### config.mk
export PLATFORM = sky130hd
export DESIGN_NAME = handshaked_parallel_port
export DESIGN_NICKNAME = d
export VERILOG_FILES = /design/src/verilog/ppi_pkg.sv /design/src/verilog/handshaked_parallel_port.sv
export SDC_FILE = /design/constraint.sdc
export NUM_CORES = 1
export LEC_CHECK = 0
export BUFFER_PORTS_ARGS = -buffer_cell sky130_fd_sc_hd__buf_2
export CAP_MARGIN = 20
export CORE_MARGIN = 4
export CORE_UTILIZATION = 45
export CTS_CLUSTER_SIZE = 28
export DETAILED_ROUTE_END_ITERATION = 10
export PLACE_DENSITY = 0.68
export SYNTH_ARGS = -nofsm -noshare
export SYNTH_HDL_FRONTEND = slang
export SYNTH_SLANG_ARGS = --single-unit
### constraint.sdc
create_clock -name clk_i -period 2.7 [get_ports clk_i]
set_clock_uncertainty 0.1 [all_clocks]
set_input_delay 0.54 -clock clk_i [delete_from_list [all_inputs] [get_ports clk_i]]
set_output_delay 0.54 -clock clk_i [all_outputs]
set_load 0.005 [all_outputs]
### src/verilog/ppi_pkg.sv
/*
  Package for the handshaked parallel port: register offsets, mode codes,
  port C bit positions, status/interrupt layout and bus types.
  Assumes a single 100 MHz clock domain and an AXI4-Lite register bus.
*/
package ppi_pkg;

  localparam int unsigned ADDR_W = 8;
  localparam int unsigned DATA_W = 32;

  // Register byte offsets
  localparam logic [7:0] OFS_CTRL = 8'h00;
  localparam logic [7:0] OFS_PA = 8'h04;
  localparam logic [7:0] OFS_PB = 8'h08;
  localparam logic [7:0] OFS_PC = 8'h0c;
  localparam logic [7:0] OFS_DIR = 8'h10;
  localparam logic [7:0] OFS_STAT = 8'h14;
  localparam logic [7:0] OFS_IEN = 8'h18;
  localparam logic [7:0] OFS_ICLR = 8'h1c;
  localparam logic [7:0] OFS_HS = 8'h20;

  // Mode encoding, per data port
  typedef enum logic [1:0] {
    MODE_PLAIN = 2'b00,
    MODE_HS_IN = 2'b01,
    MODE_HS_OUT = 2'b10,
    MODE_BIDIR = 2'b11
  } port_mode_t;

  // Control register fields
  localparam int unsigned CTRL_MODE_A_LSB = 0;
  localparam int unsigned CTRL_MODE_B_LSB = 2;
  localparam int unsigned CTRL_SREN_A = 4;
  localparam int unsigned CTRL_SREN_B = 5;
  localparam logic [5:0] CTRL_RESET = 6'h00;

  // Port C pin positions
  localparam int unsigned PC_OBF_A = 7;
  localparam int unsigned PC_ACK_A = 6;
  localparam int unsigned PC_IBF_A = 5;
  localparam int unsigned PC_STB_A = 4;
  localparam int unsigned PC_SRQ_A = 3;
  localparam int unsigned PC_STB_B = 2;
  localparam int unsigned PC_ACK_B = 2;
  localparam int unsigned PC_IBF_B = 1;
  localparam int unsigned PC_OBF_B = 1;
  localparam int unsigned PC_SRQ_B = 0;

  // Sticky status bit positions
  localparam int unsigned ST_IN_A = 0;
  localparam int unsigned ST_OUT_A = 1;
  localparam int unsigned ST_IN_B = 2;
  localparam int unsigned ST_OUT_B = 3;
  localparam int unsigned ST_W = 4;

  localparam logic [1:0] RESP_OKAY = 2'b00;
  localparam logic [1:0] RESP_SLVERR = 2'b10;

  typedef struct packed {
    logic [ADDR_W-1:0] addr;
    logic [DATA_W-1:0] data;
    logic [3:0] strb;
  } wr_req_t;

  typedef struct packed {
    logic [7:0] out;
    logic [7:0] oe;
  } pins_out_t;

endpackage

### src/verilog/handshaked_parallel_port.sv
/*
  Three-port 8-bit parallel interface with handshake lines on port C,
  reached over AXI4-Lite, with sticky status and one level interrupt.
  Pins are taken as synchronous to clk_i; the bench resolves the
  three-signal pins into wires.
*/
module handshaked_parallel_port (
  input wire logic clk_i,
  input wire logic arst_n_i,
  input wire logic [7:0] awaddr_i,
  input wire logic awvalid_i,
  output logic awready_o,
  input wire logic [31:0] wdata_i,
  input wire logic [3:0] wstrb_i,
  input wire logic wvalid_i,
  output logic wready_o,
  output logic [1:0] bresp_o,
  output logic bvalid_o,
  input wire logic bready_i,
  input wire logic [7:0] araddr_i,
  input wire logic arvalid_i,
  output logic arready_o,
  output logic [31:0] rdata_o,
  output logic [1:0] rresp_o,
  output logic rvalid_o,
  input wire logic rready_i,
  input wire logic [7:0] first_data_port_i,
  output logic [7:0] first_data_port_o,
  output logic [7:0] first_data_port_oe_o,
  input wire logic [7:0] second_data_port_i,
  output logic [7:0] second_data_port_o,
  output logic [7:0] second_data_port_oe_o,
  input wire logic [7:0] aux_port_pins_i,
  output logic [7:0] aux_port_pins_o,
  output logic [7:0] aux_port_pins_oe_o,
  output logic irq_o
);

  ////////////////////////////////////////////////////////////////////////
  // Register state

  logic [5:0] ctrl_reg;
  logic [7:0] out_a_reg, out_b_reg, out_c_reg;
  logic [23:0] dir_reg;
  logic [7:0] in_a_reg, in_b_reg;
  logic [ppi_pkg::ST_W-1:0] stat_reg, ien_reg;
  logic ibf_a_reg, ibf_b_reg, obf_n_a_reg, obf_n_b_reg;
  logic stb_a_q_reg, stb_b_q_reg, ack_a_q_reg, ack_b_q_reg;
  ppi_pkg::port_mode_t mode_a, mode_b;
  logic sren_a, sren_b;

  assign mode_a = ppi_pkg::port_mode_t'(ctrl_reg[ppi_pkg::CTRL_MODE_A_LSB
                  +: 2]);
  // Bidirectional is port A only; B falls back to handshaked output
  assign mode_b = (ctrl_reg[ppi_pkg::CTRL_MODE_B_LSB +: 2] ==
                   ppi_pkg::MODE_BIDIR) ? ppi_pkg::MODE_HS_OUT :
                  ppi_pkg::port_mode_t'(ctrl_reg[ppi_pkg::CTRL_MODE_B_LSB
                  +: 2]);
  assign sren_a = ctrl_reg[ppi_pkg::CTRL_SREN_A];
  assign sren_b = ctrl_reg[ppi_pkg::CTRL_SREN_B];

  ////////////////////////////////////////////////////////////////////////
  // AXI4-Lite write channel

  logic aw_held_reg, w_held_reg;
  ppi_pkg::wr_req_t wr_reg;
  logic wr_go;
  assign wr_go = aw_held_reg && w_held_reg && !bvalid_o;
  always_ff @(posedge clk_i or negedge arst_n_i) begin
    if (!arst_n_i) begin
      aw_held_reg <= 1'b0;
      w_held_reg <= 1'b0;
      wr_reg <= '0;
      awready_o <= 1'b0;
      wready_o <= 1'b0;
    end else begin
      awready_o <= !aw_held_reg && !(awvalid_i && awready_o);
      wready_o <= !w_held_reg && !(wvalid_i && wready_o);
      if (awvalid_i && awready_o) begin
        aw_held_reg <= 1'b1;
        wr_reg.addr <= awaddr_i;
      end else if (wr_go) begin
        aw_held_reg <= 1'b0;
      end
      if (wvalid_i && wready_o) begin
        w_held_reg <= 1'b1;
        wr_reg.data <= wdata_i;
        wr_reg.strb <= wstrb_i;
      end else if (wr_go) begin
        w_held_reg <= 1'b0;
      end
    end
  end

  logic wr_hit;
  always_comb begin
    case (wr_reg.addr)
      ppi_pkg::OFS_CTRL, ppi_pkg::OFS_PA, ppi_pkg::OFS_PB, ppi_pkg::OFS_PC,
      ppi_pkg::OFS_DIR, ppi_pkg::OFS_STAT, ppi_pkg::OFS_IEN,
      ppi_pkg::OFS_ICLR, ppi_pkg::OFS_HS: wr_hit = 1'b1;
      default: wr_hit = 1'b0;
    endcase
  end
  always_ff @(posedge clk_i or negedge arst_n_i) begin
    if (!arst_n_i) begin
      bvalid_o <= 1'b0;
      bresp_o <= ppi_pkg::RESP_OKAY;
    end else if (wr_go) begin
      bvalid_o <= 1'b1;
      bresp_o <= wr_hit ? ppi_pkg::RESP_OKAY : ppi_pkg::RESP_SLVERR;
    end else if (bready_i) begin
      bvalid_o <= 1'b0;
    end
  end
  logic we_ctrl, we_pa, we_pb, we_pc, we_ien, we_iclr;
  assign we_ctrl = wr_go && wr_reg.addr == ppi_pkg::OFS_CTRL && wr_reg.strb[0];
  assign we_pa = wr_go && wr_reg.addr == ppi_pkg::OFS_PA && wr_reg.strb[0];
  assign we_pb = wr_go && wr_reg.addr == ppi_pkg::OFS_PB && wr_reg.strb[0];
  assign we_pc = wr_go && wr_reg.addr == ppi_pkg::OFS_PC && wr_reg.strb[0];
  assign we_ien = wr_go && wr_reg.addr == ppi_pkg::OFS_IEN && wr_reg.strb[0];
  assign we_iclr = wr_go && wr_reg.addr == ppi_pkg::OFS_ICLR && wr_reg.strb[0];

  always_ff @(posedge clk_i or negedge arst_n_i) begin
    if (!arst_n_i) begin
      ctrl_reg <= ppi_pkg::CTRL_RESET;
      out_a_reg <= 8'h00;
      out_b_reg <= 8'h00;
      out_c_reg <= 8'h00;
      dir_reg <= 24'h000000;
      ien_reg <= '0;
    end else begin
      if (we_ctrl) ctrl_reg <= wr_reg.data[5:0];
      if (we_pa) out_a_reg <= wr_reg.data[7:0];
      if (we_pb) out_b_reg <= wr_reg.data[7:0];
      if (we_pc) out_c_reg <= wr_reg.data[7:0];
      if (we_ien) ien_reg <= wr_reg.data[ppi_pkg::ST_W-1:0];
      if (wr_go && wr_reg.addr == ppi_pkg::OFS_DIR) begin
        for (int i = 0; i < 3; i++) begin
          if (wr_reg.strb[i]) dir_reg[i*8 +: 8] <= wr_reg.data[i*8 +: 8];
        end
      end
    end
  end

  ////////////////////////////////////////////////////////////////////////
  // AXI4-Lite read channel

  logic rd_a_fire, rd_b_fire, rd_fire;
  assign rd_fire = arvalid_i && arready_o;
  // Reading a data port is the internal host read strobe
  assign rd_a_fire = rd_fire && araddr_i == ppi_pkg::OFS_PA;
  assign rd_b_fire = rd_fire && araddr_i == ppi_pkg::OFS_PB;
  logic [31:0] rd_data;
  logic rd_hit;
  always_comb begin
    rd_data = 32'h00000000;
    rd_hit = 1'b1;
    case (araddr_i)
      ppi_pkg::OFS_CTRL: rd_data[5:0] = ctrl_reg;
      ppi_pkg::OFS_PA: rd_data[7:0] = (mode_a == ppi_pkg::MODE_PLAIN) ?
                                      first_data_port_i : in_a_reg;
      ppi_pkg::OFS_PB: rd_data[7:0] = (mode_b == ppi_pkg::MODE_PLAIN) ?
                                      second_data_port_i : in_b_reg;
      ppi_pkg::OFS_PC: rd_data[7:0] = aux_port_pins_i;
      ppi_pkg::OFS_DIR: rd_data[23:0] = dir_reg;
      ppi_pkg::OFS_STAT: rd_data[ppi_pkg::ST_W-1:0] = stat_reg;
      ppi_pkg::OFS_IEN: rd_data[ppi_pkg::ST_W-1:0] = ien_reg;
      ppi_pkg::OFS_ICLR: rd_data = 32'h00000000;
      ppi_pkg::OFS_HS: rd_data[3:0] = {obf_n_b_reg, ibf_b_reg,
                                       obf_n_a_reg, ibf_a_reg};
      default: rd_hit = 1'b0;
    endcase
  end

  always_ff @(posedge clk_i or negedge arst_n_i) begin
    if (!arst_n_i) begin
      arready_o <= 1'b0;
      rvalid_o <= 1'b0;
      rdata_o <= 32'h00000000;
      rresp_o <= ppi_pkg::RESP_OKAY;
    end else begin
      arready_o <= !rvalid_o && !rd_fire;
      if (rd_fire) begin
        rvalid_o <= 1'b1;
        rdata_o <= rd_data;
        rresp_o <= rd_hit ? ppi_pkg::RESP_OKAY : ppi_pkg::RESP_SLVERR;
      end else if (rready_i) begin
        rvalid_o <= 1'b0;
      end
    end
  end

  ////////////////////////////////////////////////////////////////////////
  // Handshake engine

  logic in_a_en, out_a_en, in_b_en, out_b_en;
  assign in_a_en = mode_a == ppi_pkg::MODE_HS_IN ||
                   mode_a == ppi_pkg::MODE_BIDIR;
  assign out_a_en = mode_a == ppi_pkg::MODE_HS_OUT ||
                    mode_a == ppi_pkg::MODE_BIDIR;
  assign in_b_en = mode_b == ppi_pkg::MODE_HS_IN;
  assign out_b_en = mode_b == ppi_pkg::MODE_HS_OUT;
  logic stb_a_n, stb_b_n, ack_a_n, ack_b_n;
  assign stb_a_n = aux_port_pins_i[ppi_pkg::PC_STB_A];
  assign stb_b_n = aux_port_pins_i[ppi_pkg::PC_STB_B];
  assign ack_a_n = aux_port_pins_i[ppi_pkg::PC_ACK_A];
  assign ack_b_n = aux_port_pins_i[ppi_pkg::PC_ACK_B];
  logic cap_a, cap_b, acc_a, acc_b;
  assign cap_a = in_a_en && !stb_a_n && stb_a_q_reg;
  assign cap_b = in_b_en && !stb_b_n && stb_b_q_reg;
  assign acc_a = out_a_en && !ack_a_n && ack_a_q_reg && !obf_n_a_reg;
  assign acc_b = out_b_en && !ack_b_n && ack_b_q_reg && !obf_n_b_reg;

  always_ff @(posedge clk_i or negedge arst_n_i) begin
    if (!arst_n_i) begin
      stb_a_q_reg <= 1'b1;
      stb_b_q_reg <= 1'b1;
      ack_a_q_reg <= 1'b1;
      ack_b_q_reg <= 1'b1;
    end else begin
      stb_a_q_reg <= stb_a_n;
      stb_b_q_reg <= stb_b_n;
      ack_a_q_reg <= ack_a_n;
      ack_b_q_reg <= ack_b_n;
    end
  end
  // Latch follows pins while strobe is low
  always_ff @(posedge clk_i or negedge arst_n_i) begin
    if (!arst_n_i) begin
      in_a_reg <= 8'h00;
      in_b_reg <= 8'h00;
    end else begin
      if (in_a_en && !stb_a_n) in_a_reg <= first_data_port_i;
      if (in_b_en && !stb_b_n) in_b_reg <= second_data_port_i;
    end
  end
  // Set wins over host-read clear
  always_ff @(posedge clk_i or negedge arst_n_i) begin
    if (!arst_n_i) begin
      ibf_a_reg <= 1'b0;
      ibf_b_reg <= 1'b0;
    end else begin
      if (!in_a_en) ibf_a_reg <= 1'b0;
      else if (cap_a) ibf_a_reg <= 1'b1;
      else if (rd_a_fire) ibf_a_reg <= 1'b0;
      if (!in_b_en) ibf_b_reg <= 1'b0;
      else if (cap_b) ibf_b_reg <= 1'b1;
      else if (rd_b_fire) ibf_b_reg <= 1'b0;
    end
  end
  always_ff @(posedge clk_i or negedge arst_n_i) begin
    if (!arst_n_i) begin
      obf_n_a_reg <= 1'b1;
      obf_n_b_reg <= 1'b1;
    end else begin
      if (!out_a_en) obf_n_a_reg <= 1'b1;
      else if (we_pa) obf_n_a_reg <= 1'b0;
      else if (acc_a) obf_n_a_reg <= 1'b1;
      if (!out_b_en) obf_n_b_reg <= 1'b1;
      else if (we_pb) obf_n_b_reg <= 1'b0;
      else if (acc_b) obf_n_b_reg <= 1'b1;
    end
  end
  // Sticky events; new event beats a clear in the same cycle
  logic [ppi_pkg::ST_W-1:0] ev;
  assign ev = {acc_b, cap_b, acc_a, cap_a};
  always_ff @(posedge clk_i or negedge arst_n_i) begin
    if (!arst_n_i) begin
      stat_reg <= '0;
    end else begin
      stat_reg <= ev | (stat_reg & ~(we_iclr ?
                  wr_reg.data[ppi_pkg::ST_W-1:0] : '0));
    end
  end

  ////////////////////////////////////////////////////////////////////////
  // Pin drive

  logic srq_a, srq_b;
  // Request while input full, or output taken and awaiting refill
  assign srq_a = sren_a && ((in_a_en && ibf_a_reg) ||
                 (out_a_en && obf_n_a_reg && stat_reg[ppi_pkg::ST_OUT_A]));
  assign srq_b = sren_b && ((in_b_en && ibf_b_reg) ||
                 (out_b_en && obf_n_b_reg && stat_reg[ppi_pkg::ST_OUT_B]));
  ppi_pkg::pins_out_t pc_n;
  always_comb begin
    // Plain I/O by default, per-bit direction from dir_reg[23:16] on every bit no handshake line claims
    pc_n.out = out_c_reg;
    pc_n.oe = dir_reg[23:16];
    if (in_a_en) begin
      pc_n.out[ppi_pkg::PC_IBF_A] = ibf_a_reg;
      pc_n.oe[ppi_pkg::PC_IBF_A] = 1'b1;
      pc_n.oe[ppi_pkg::PC_STB_A] = 1'b0;
    end
    if (out_a_en) begin
      pc_n.out[ppi_pkg::PC_OBF_A] = obf_n_a_reg;
      pc_n.oe[ppi_pkg::PC_OBF_A] = 1'b1;
      pc_n.oe[ppi_pkg::PC_ACK_A] = 1'b0;
    end
    if (in_a_en || out_a_en) begin
      pc_n.out[ppi_pkg::PC_SRQ_A] = srq_a;
      pc_n.oe[ppi_pkg::PC_SRQ_A] = 1'b1;
    end
    if (in_b_en) begin
      pc_n.out[ppi_pkg::PC_IBF_B] = ibf_b_reg;
      pc_n.oe[ppi_pkg::PC_IBF_B] = 1'b1;
      pc_n.oe[ppi_pkg::PC_STB_B] = 1'b0;
    end
    if (out_b_en) begin
      pc_n.out[ppi_pkg::PC_OBF_B] = obf_n_b_reg;
      pc_n.oe[ppi_pkg::PC_OBF_B] = 1'b1;
      pc_n.oe[ppi_pkg::PC_ACK_B] = 1'b0;
    end
    if (in_b_en || out_b_en) begin
      pc_n.out[ppi_pkg::PC_SRQ_B] = srq_b;
      pc_n.oe[ppi_pkg::PC_SRQ_B] = 1'b1;
    end
  end

  always_ff @(posedge clk_i or negedge arst_n_i) begin
    if (!arst_n_i) begin
      aux_port_pins_o <= 8'h00;
      aux_port_pins_oe_o <= 8'h00;
      first_data_port_o <= 8'h00;
      first_data_port_oe_o <= 8'h00;
      second_data_port_o <= 8'h00;
      second_data_port_oe_o <= 8'h00;
      irq_o <= 1'b0;
    end else begin
      aux_port_pins_o <= pc_n.out;
      aux_port_pins_oe_o <= pc_n.oe;
      // Data words only on ports A and B
      first_data_port_o <= out_a_reg;
      second_data_port_o <= out_b_reg;
      case (mode_a)
        ppi_pkg::MODE_PLAIN: first_data_port_oe_o <= dir_reg[7:0];
        ppi_pkg::MODE_HS_IN: first_data_port_oe_o <= 8'h00;
        ppi_pkg::MODE_HS_OUT: first_data_port_oe_o <= 8'hff;
        // Bidirectional drives only while acknowledge held low
        ppi_pkg::MODE_BIDIR: first_data_port_oe_o <= {8{!ack_a_n}};
        default: first_data_port_oe_o <= 8'h00;
      endcase
      case (mode_b)
        ppi_pkg::MODE_PLAIN: second_data_port_oe_o <= dir_reg[15:8];
        ppi_pkg::MODE_HS_OUT: second_data_port_oe_o <= 8'hff;
        default: second_data_port_oe_o <= 8'h00;
      endcase
      irq_o <= |(stat_reg & ien_reg);
    end
  end

endmodule

* After elaboration in Yosys (flattened, before gate mapping)
Index checks and enable logic that the tools add are counted.
** Word-level totals
- Register bits after elaboration :: 204
- Bits in latches :: 0
- Memory bits (writable) :: 0
- Bits in read-only memories :: 0
- Output and inout bits :: 90
- Memories kept :: 0
** Cells by class
- $add $sub $neg :: 0
- Multipliers :: 0
- Divide/modulo/power cells :: 0
- Order comparisons :: 0
- Equality and inequality tests :: 26
- Shifts and indexed selects :: 0
- Multiplexer cells :: 45
- Bitwise gates (word level) :: 4
- Reductions and logical operators :: 73
** Operator list (number)
- $eq A8 B5 Y1 const B :: 8
- $logic_and A1 B1 Y1 :: 41
- $eq A8 B4 Y1 const B :: 4
- $pmux W4 S8 :: 1
- $pmux W8 S4 :: 1
- $mux W1 :: 29
- $reduce_or A9 Y1 :: 2
- $eq A8 B3 Y1 const B :: 2
- $eq A8 B6 Y1 const B :: 2
- $logic_not A8 Y1 :: 2
- $mux W16 :: 1
- $mux W8 :: 2
- $pmux W8 S2 :: 1
- $mux W2 :: 7
- $logic_not A1 Y1 :: 12
- $ne A3 B2 Y1 const B :: 4
- $pmux W2 S5 :: 1
- $and A4 B4 Y4 :: 2
- $eq A2 B2 Y1 const B :: 4
- $pmux W2 S4 :: 1
- $reduce_bool A2 Y1 :: 4
- $logic_or A1 B1 Y1 :: 6
- $reduce_and A2 Y1 :: 3
- $eq A2 B1 Y1 const B :: 2
- other kinds (5) :: 6

* Logic depth before layout (Yosys ltp)
- Word-level depth :: 9
- Depth in mapped cells :: 6
- Depth with buffers taken out :: 4

* Worst setup path before layout
No wires, ideal clock.
- Kind :: in2reg
- Start point :: input araddr_i[5]
- End point :: register rdata_o[13]
- Setup time :: 0.065 ns
- Arrival time :: 1.852 ns
- Required time :: 2.535 ns
- Path slack :: 0.682 ns
- Stages :: 4
- Path through :: or4b_2 -> nor3_4 -> buf_4 -> a22o_1
** On the way
- Longest elaborated chain between the ends :: 2
** RTL lines
- start, declared :: line handshaked_parallel_port.sv:20 : input wire logic [7:0] araddr_i,
- $eq A8 B5 Y1 :: line handshaked_parallel_port.sv:158 : case (araddr_i)
- $mux W16 :: line handshaked_parallel_port.sv:158
- end signal, assigned :: line handshaked_parallel_port.sv:185 : rdata_o <= rd_data;
- end, declared :: line handshaked_parallel_port.sv:23 : output logic [31:0] rdata_o,
Every way passes these cells.
A chain may end at the register's enable or synchronous reset.

* Worst setup path in the final report
- Start point :: register wr_reg[37] (netlist name)
- End point :: register out_b_reg[7]
** On the way
- Longest elaborated chain between the ends :: 3
** RTL lines
- start, declared :: line handshaked_parallel_port.sv:66 : ppi_pkg::wr_req_t wr_reg;
- $eq A8 B4 Y1 :: line handshaked_parallel_port.sv:118 : assign we_pb = wr_go && wr_reg.addr == ppi_pkg::OFS_PB && wr_reg.strb[0];
- $logic_and A1 B1 Y1 (2 in a row) :: line handshaked_parallel_port.sv:118
- end signal, assigned :: line handshaked_parallel_port.sv:134 : if (we_pb) out_b_reg <= wr_reg.data[7:0];
- end, declared :: line handshaked_parallel_port.sv:43 : logic [7:0] out_a_reg, out_b_reg, out_c_reg;
Every way passes these cells.

==> impl_results.md <==
- Period Utilization, post-route: between 80% and 90%
- DR iter-0 viols: 330
- Crit-path cells: nor4_1, and4b_1, nand3b_1, mux2_2
- End of the worst register-to-register path: out_b_reg[7]
- Die area: between 20000 and 25000 um2
- Buf/Inv on CP: 0
- Setup crit end kind: register
- CTS tree: done
- Most frequent cell after synthesis: dfrtp_1
- Slew at the pin closest to its max-slew limit: approximately 0.72 ns
- Min-Delay Path Class: input pin to register
- Clk pwr share: 35.5%
- Mux share of post-synthesis cell area: between 15 and 20%
- Hpwl dp: 14420 um
- DR vias/cell: approximately 5.5
- Tmin final: ~2.3 ns
- Final nets: about 860
- Antenna violations before repair: 1
- Leakage power: between 5 and 6 nW
- Remaining antenna violation count: 0
- Switch share: between 20% and 30%
- Synth Instances: ~600
- Synth Area in Compound Gates: approximately 9.6%
- Post-synthesis sequential area ratio: between 60% and 70%
- Adder-cell share of the synthesized area: 0%
- Vias in the first global route: between 5000 and 6000
- Setup bufs post-CTS: 0
- Final setup violation count: 0
- Die X: around 140 um
- DRC viols: 0
- Syn Area/Cell: 13.67 um2
- Outcome: complete, no violations
- Total routed wirelength: roughly 20000 um
- Worst vdd ir: 0.0005922 V
- Pin count of the biggest net entering global routing: 67
- Yosys top cell area share: 60.50%
- Clock Pin Slew Worst Setup and Hold Paths: ~0.06 ns
- Number of max-cap violations: 0
- Post-synth EDFFs: 0
- Synth top area cells: dfrtp_1 (61%), mux2_2 (16%), a22o_1 (2.3%)
- Setup crit start kind: register
- Total track usage: between 15 and 20%
- R2r startpoint: wr_reg[37]
- I/O pin total: 173
- Most instantiated cells after synthesis: dfrtp_1 (197), mux2_2 (118), nand2_1 (26)
- CTS root buffer: clkbuf_16
- Reg2reg path depth: 4
- PostCTS Resize Cnt: 0
- Setup TNS: 0 ns
- Dominant cell type by area after synthesis: dfrtp_1
- Leading register cell type out of synthesis: dfrtp_1
- Largest family of logic cells by synthesized area: multiplexers
- Crit. path cell count: 4
- Max Transition Viols Final: 0
- Synth Area in Simple Gates: under 10%
- Psw: ~0.0023 W
- Max reg flops: 35
- RSZ-0062 raised after global routing: no
- Slew margin rel.: between 50 and 60%
- Post-synthesis register bit count: ~200
- Setup slack, reg-to-reg: between 0.3 and 0.4 ns
- DR vias: roughly 5500
- Post-synthesis cell type count: 58
- Site Rows: 48
- P&R area growth vs syn: 22.87%
- Share of cells above drive strength 1: about 44%
- Drt wl/cell: around 20 um
- Int Power: slightly above 0.006 W
- H-tree Lvls: 1
- CP max FO: 9
- Remaining global-route overflow: 0
- Worst path max stage delay: approximately 0.54 ns
- Clk buf depth: 3
- Critical path type: register to register
- Req. time, crit path: approximately 3.0 ns
- Worst path slowest cell: nor4_1
- Worst Path Arrival: 2.59 ns
- Cell Area, Synth: 8148 um2
- Clock latency on the worst-skew pair: a little under 0.5 ns
- Final GP Congestion: between 0.8 and 0.9
- Flop pwr share: 48.9%
- Initial Util: a little under half
- Inserted Clock Buffers: 22
- Critical path origin: wr_reg[37]
- Top delay family on crit path: simple AND/OR/NAND/NOR gates
- Fillers: around 1500
- Async SR Flop Fraction: 100.0%
- First-pass iteration count of the detailed router: 4
- Logic pwr share: 15.6%
- Final Hold Fails: 0
- Number of port buffers: roughly 150
- Synth Warn #: 0
- Cell total after placement: 972
- Pwr Density: 845.7 nW/um2
- Core area: between 15000 and 20000 um2
- XOR/XNOR Fraction of Synth Area: 0%
- N_diodes: 0
- First-pass GRT wire length: around 32000 um
- Maximum clock frequency: around 430 MHz
- Die H: roughly 140 um
- Crit path to: out_b_reg[7]
- Final non-filler cell total: roughly 1000
- CTS sink cnt: 202
## cells by family after synthesis
logic type / after synthesis
flops: 202
mux: 126
compound gates: 109
simple gates: 107
buf+inv: 51
other cells: 1
## worst register-to-register path, cell delays in order (launching register included)
cell and delay, ns:
dfrtp_1 0.39, nor4_1 0.54, and4b_1 0.33, nand3b_1 0.40, mux2_2 0.44
## how the worst min path moves through the flow
stage / start / end / cells after the start
floorplan: arst_n_i / arready_o / 0
global route: aux_port_pins_i[4] / stb_a_q_reg / 1
CTS: aux_port_pins_i[4] / stb_a_q_reg / 1
finish: aux_port_pins_i[4] / stb_a_q_reg / 1
detailed placement: out_a_reg[4] / first_data_port_o[4] / 0
global placement: out_b_reg[5] / second_data_port_o[5] / 0
## power by group through the flow
stage                     Combinational [W]  Clock [W]  Sequential (W)
after detailed placement            0.00134          0         0.00419
after global placement              0.00128          0         0.00414
after CTS                           0.00134    0.00308         0.00414
after global routing                0.00146    0.00320         0.00423
final                               0.00132    0.00301         0.00414
after floorplan                    0.000874          0         0.00400
## metrics by stage
step	worst slack [ns]	instance area [um2]	power (W)	util, %	hold WS (ns)
floorplan	0.6821	8182	0.004877	-	0.1444
global placement	0.4159	9264	0.005424	52.83	0.2568
detailed placement	0.3754	9264	0.005529	52.83	0.2585
CTS	0.3588	10010	0.008566	57.08	0.06709
global route	0.2685	10010	0.008896	57.08	0.07115
finish	0.3927	10010	0.008466	57.08	0.08971
## routing by layer
metal | up-vias | GRT usage [%] | wire length [um]
met4 | 2 | 4.202 | 290
met3 | 30 | 4.133 | 1536
met2 | 193 | 31.82 | 9512
li1 | 2504 | - | -
met1 | 2803 | 27.74 | 8822
met5 | - | 0 | 13
## timing repair
action / CTS / global route
hold buffers: 1 / 0
endpoints found under the hold margin: 61 / 0
endpoints found under the setup margin: 0 / 0
## area by class of cell
class / count / area [um2] / share of cell area, %
multi-input cells: 352 / 2885 / 28.82
well taps: 225 / 281.5 / 2.812
clock inverters: 9 / 101.3 / 1.012
clock buffers: 31 / 635.6 / 6.349
repair buffers: 177 / 982.2 / 9.811
flip-flops and latches: 202 / 5061 / 50.56
inverters: 17 / 63.81 / 0.6374
## cell usage in the layout, fill, tap and decap left out, types with 3 or more instances in the layout
cell       netlist  layout
dfrtp_1        197     197
nor2b_1          6       6
conb_1           1      10
a22o_1          21      21
a221o_1          3       3
buf_2            2     152
o21a_1           4       4
a21oi_1         12      12
dfstp_2          5       5
mux2_2         118     118
nand2b_1        12      12
nor2_1          14      14
inv_1           16      16
nand3b_1         4       4
or3b_2           3       3
a21o_1           9       9
clkinv_2         0       5
clkbuf_1        21       5
nor3_1           4       4
clkbuf_8         0       4
o21ai_0         24      24
nor4_1           4       4
nand2_1         26      26
a32oi_1          9       9
and2_1           3       3
o211ai_1         7       7
buf_4           11      21
nor4b_1          4       4
or3_1            8       8
clkbuf_16        0      23
mux2i_1          7       7
Note: power is estimated with default switching activity, not from simulation.
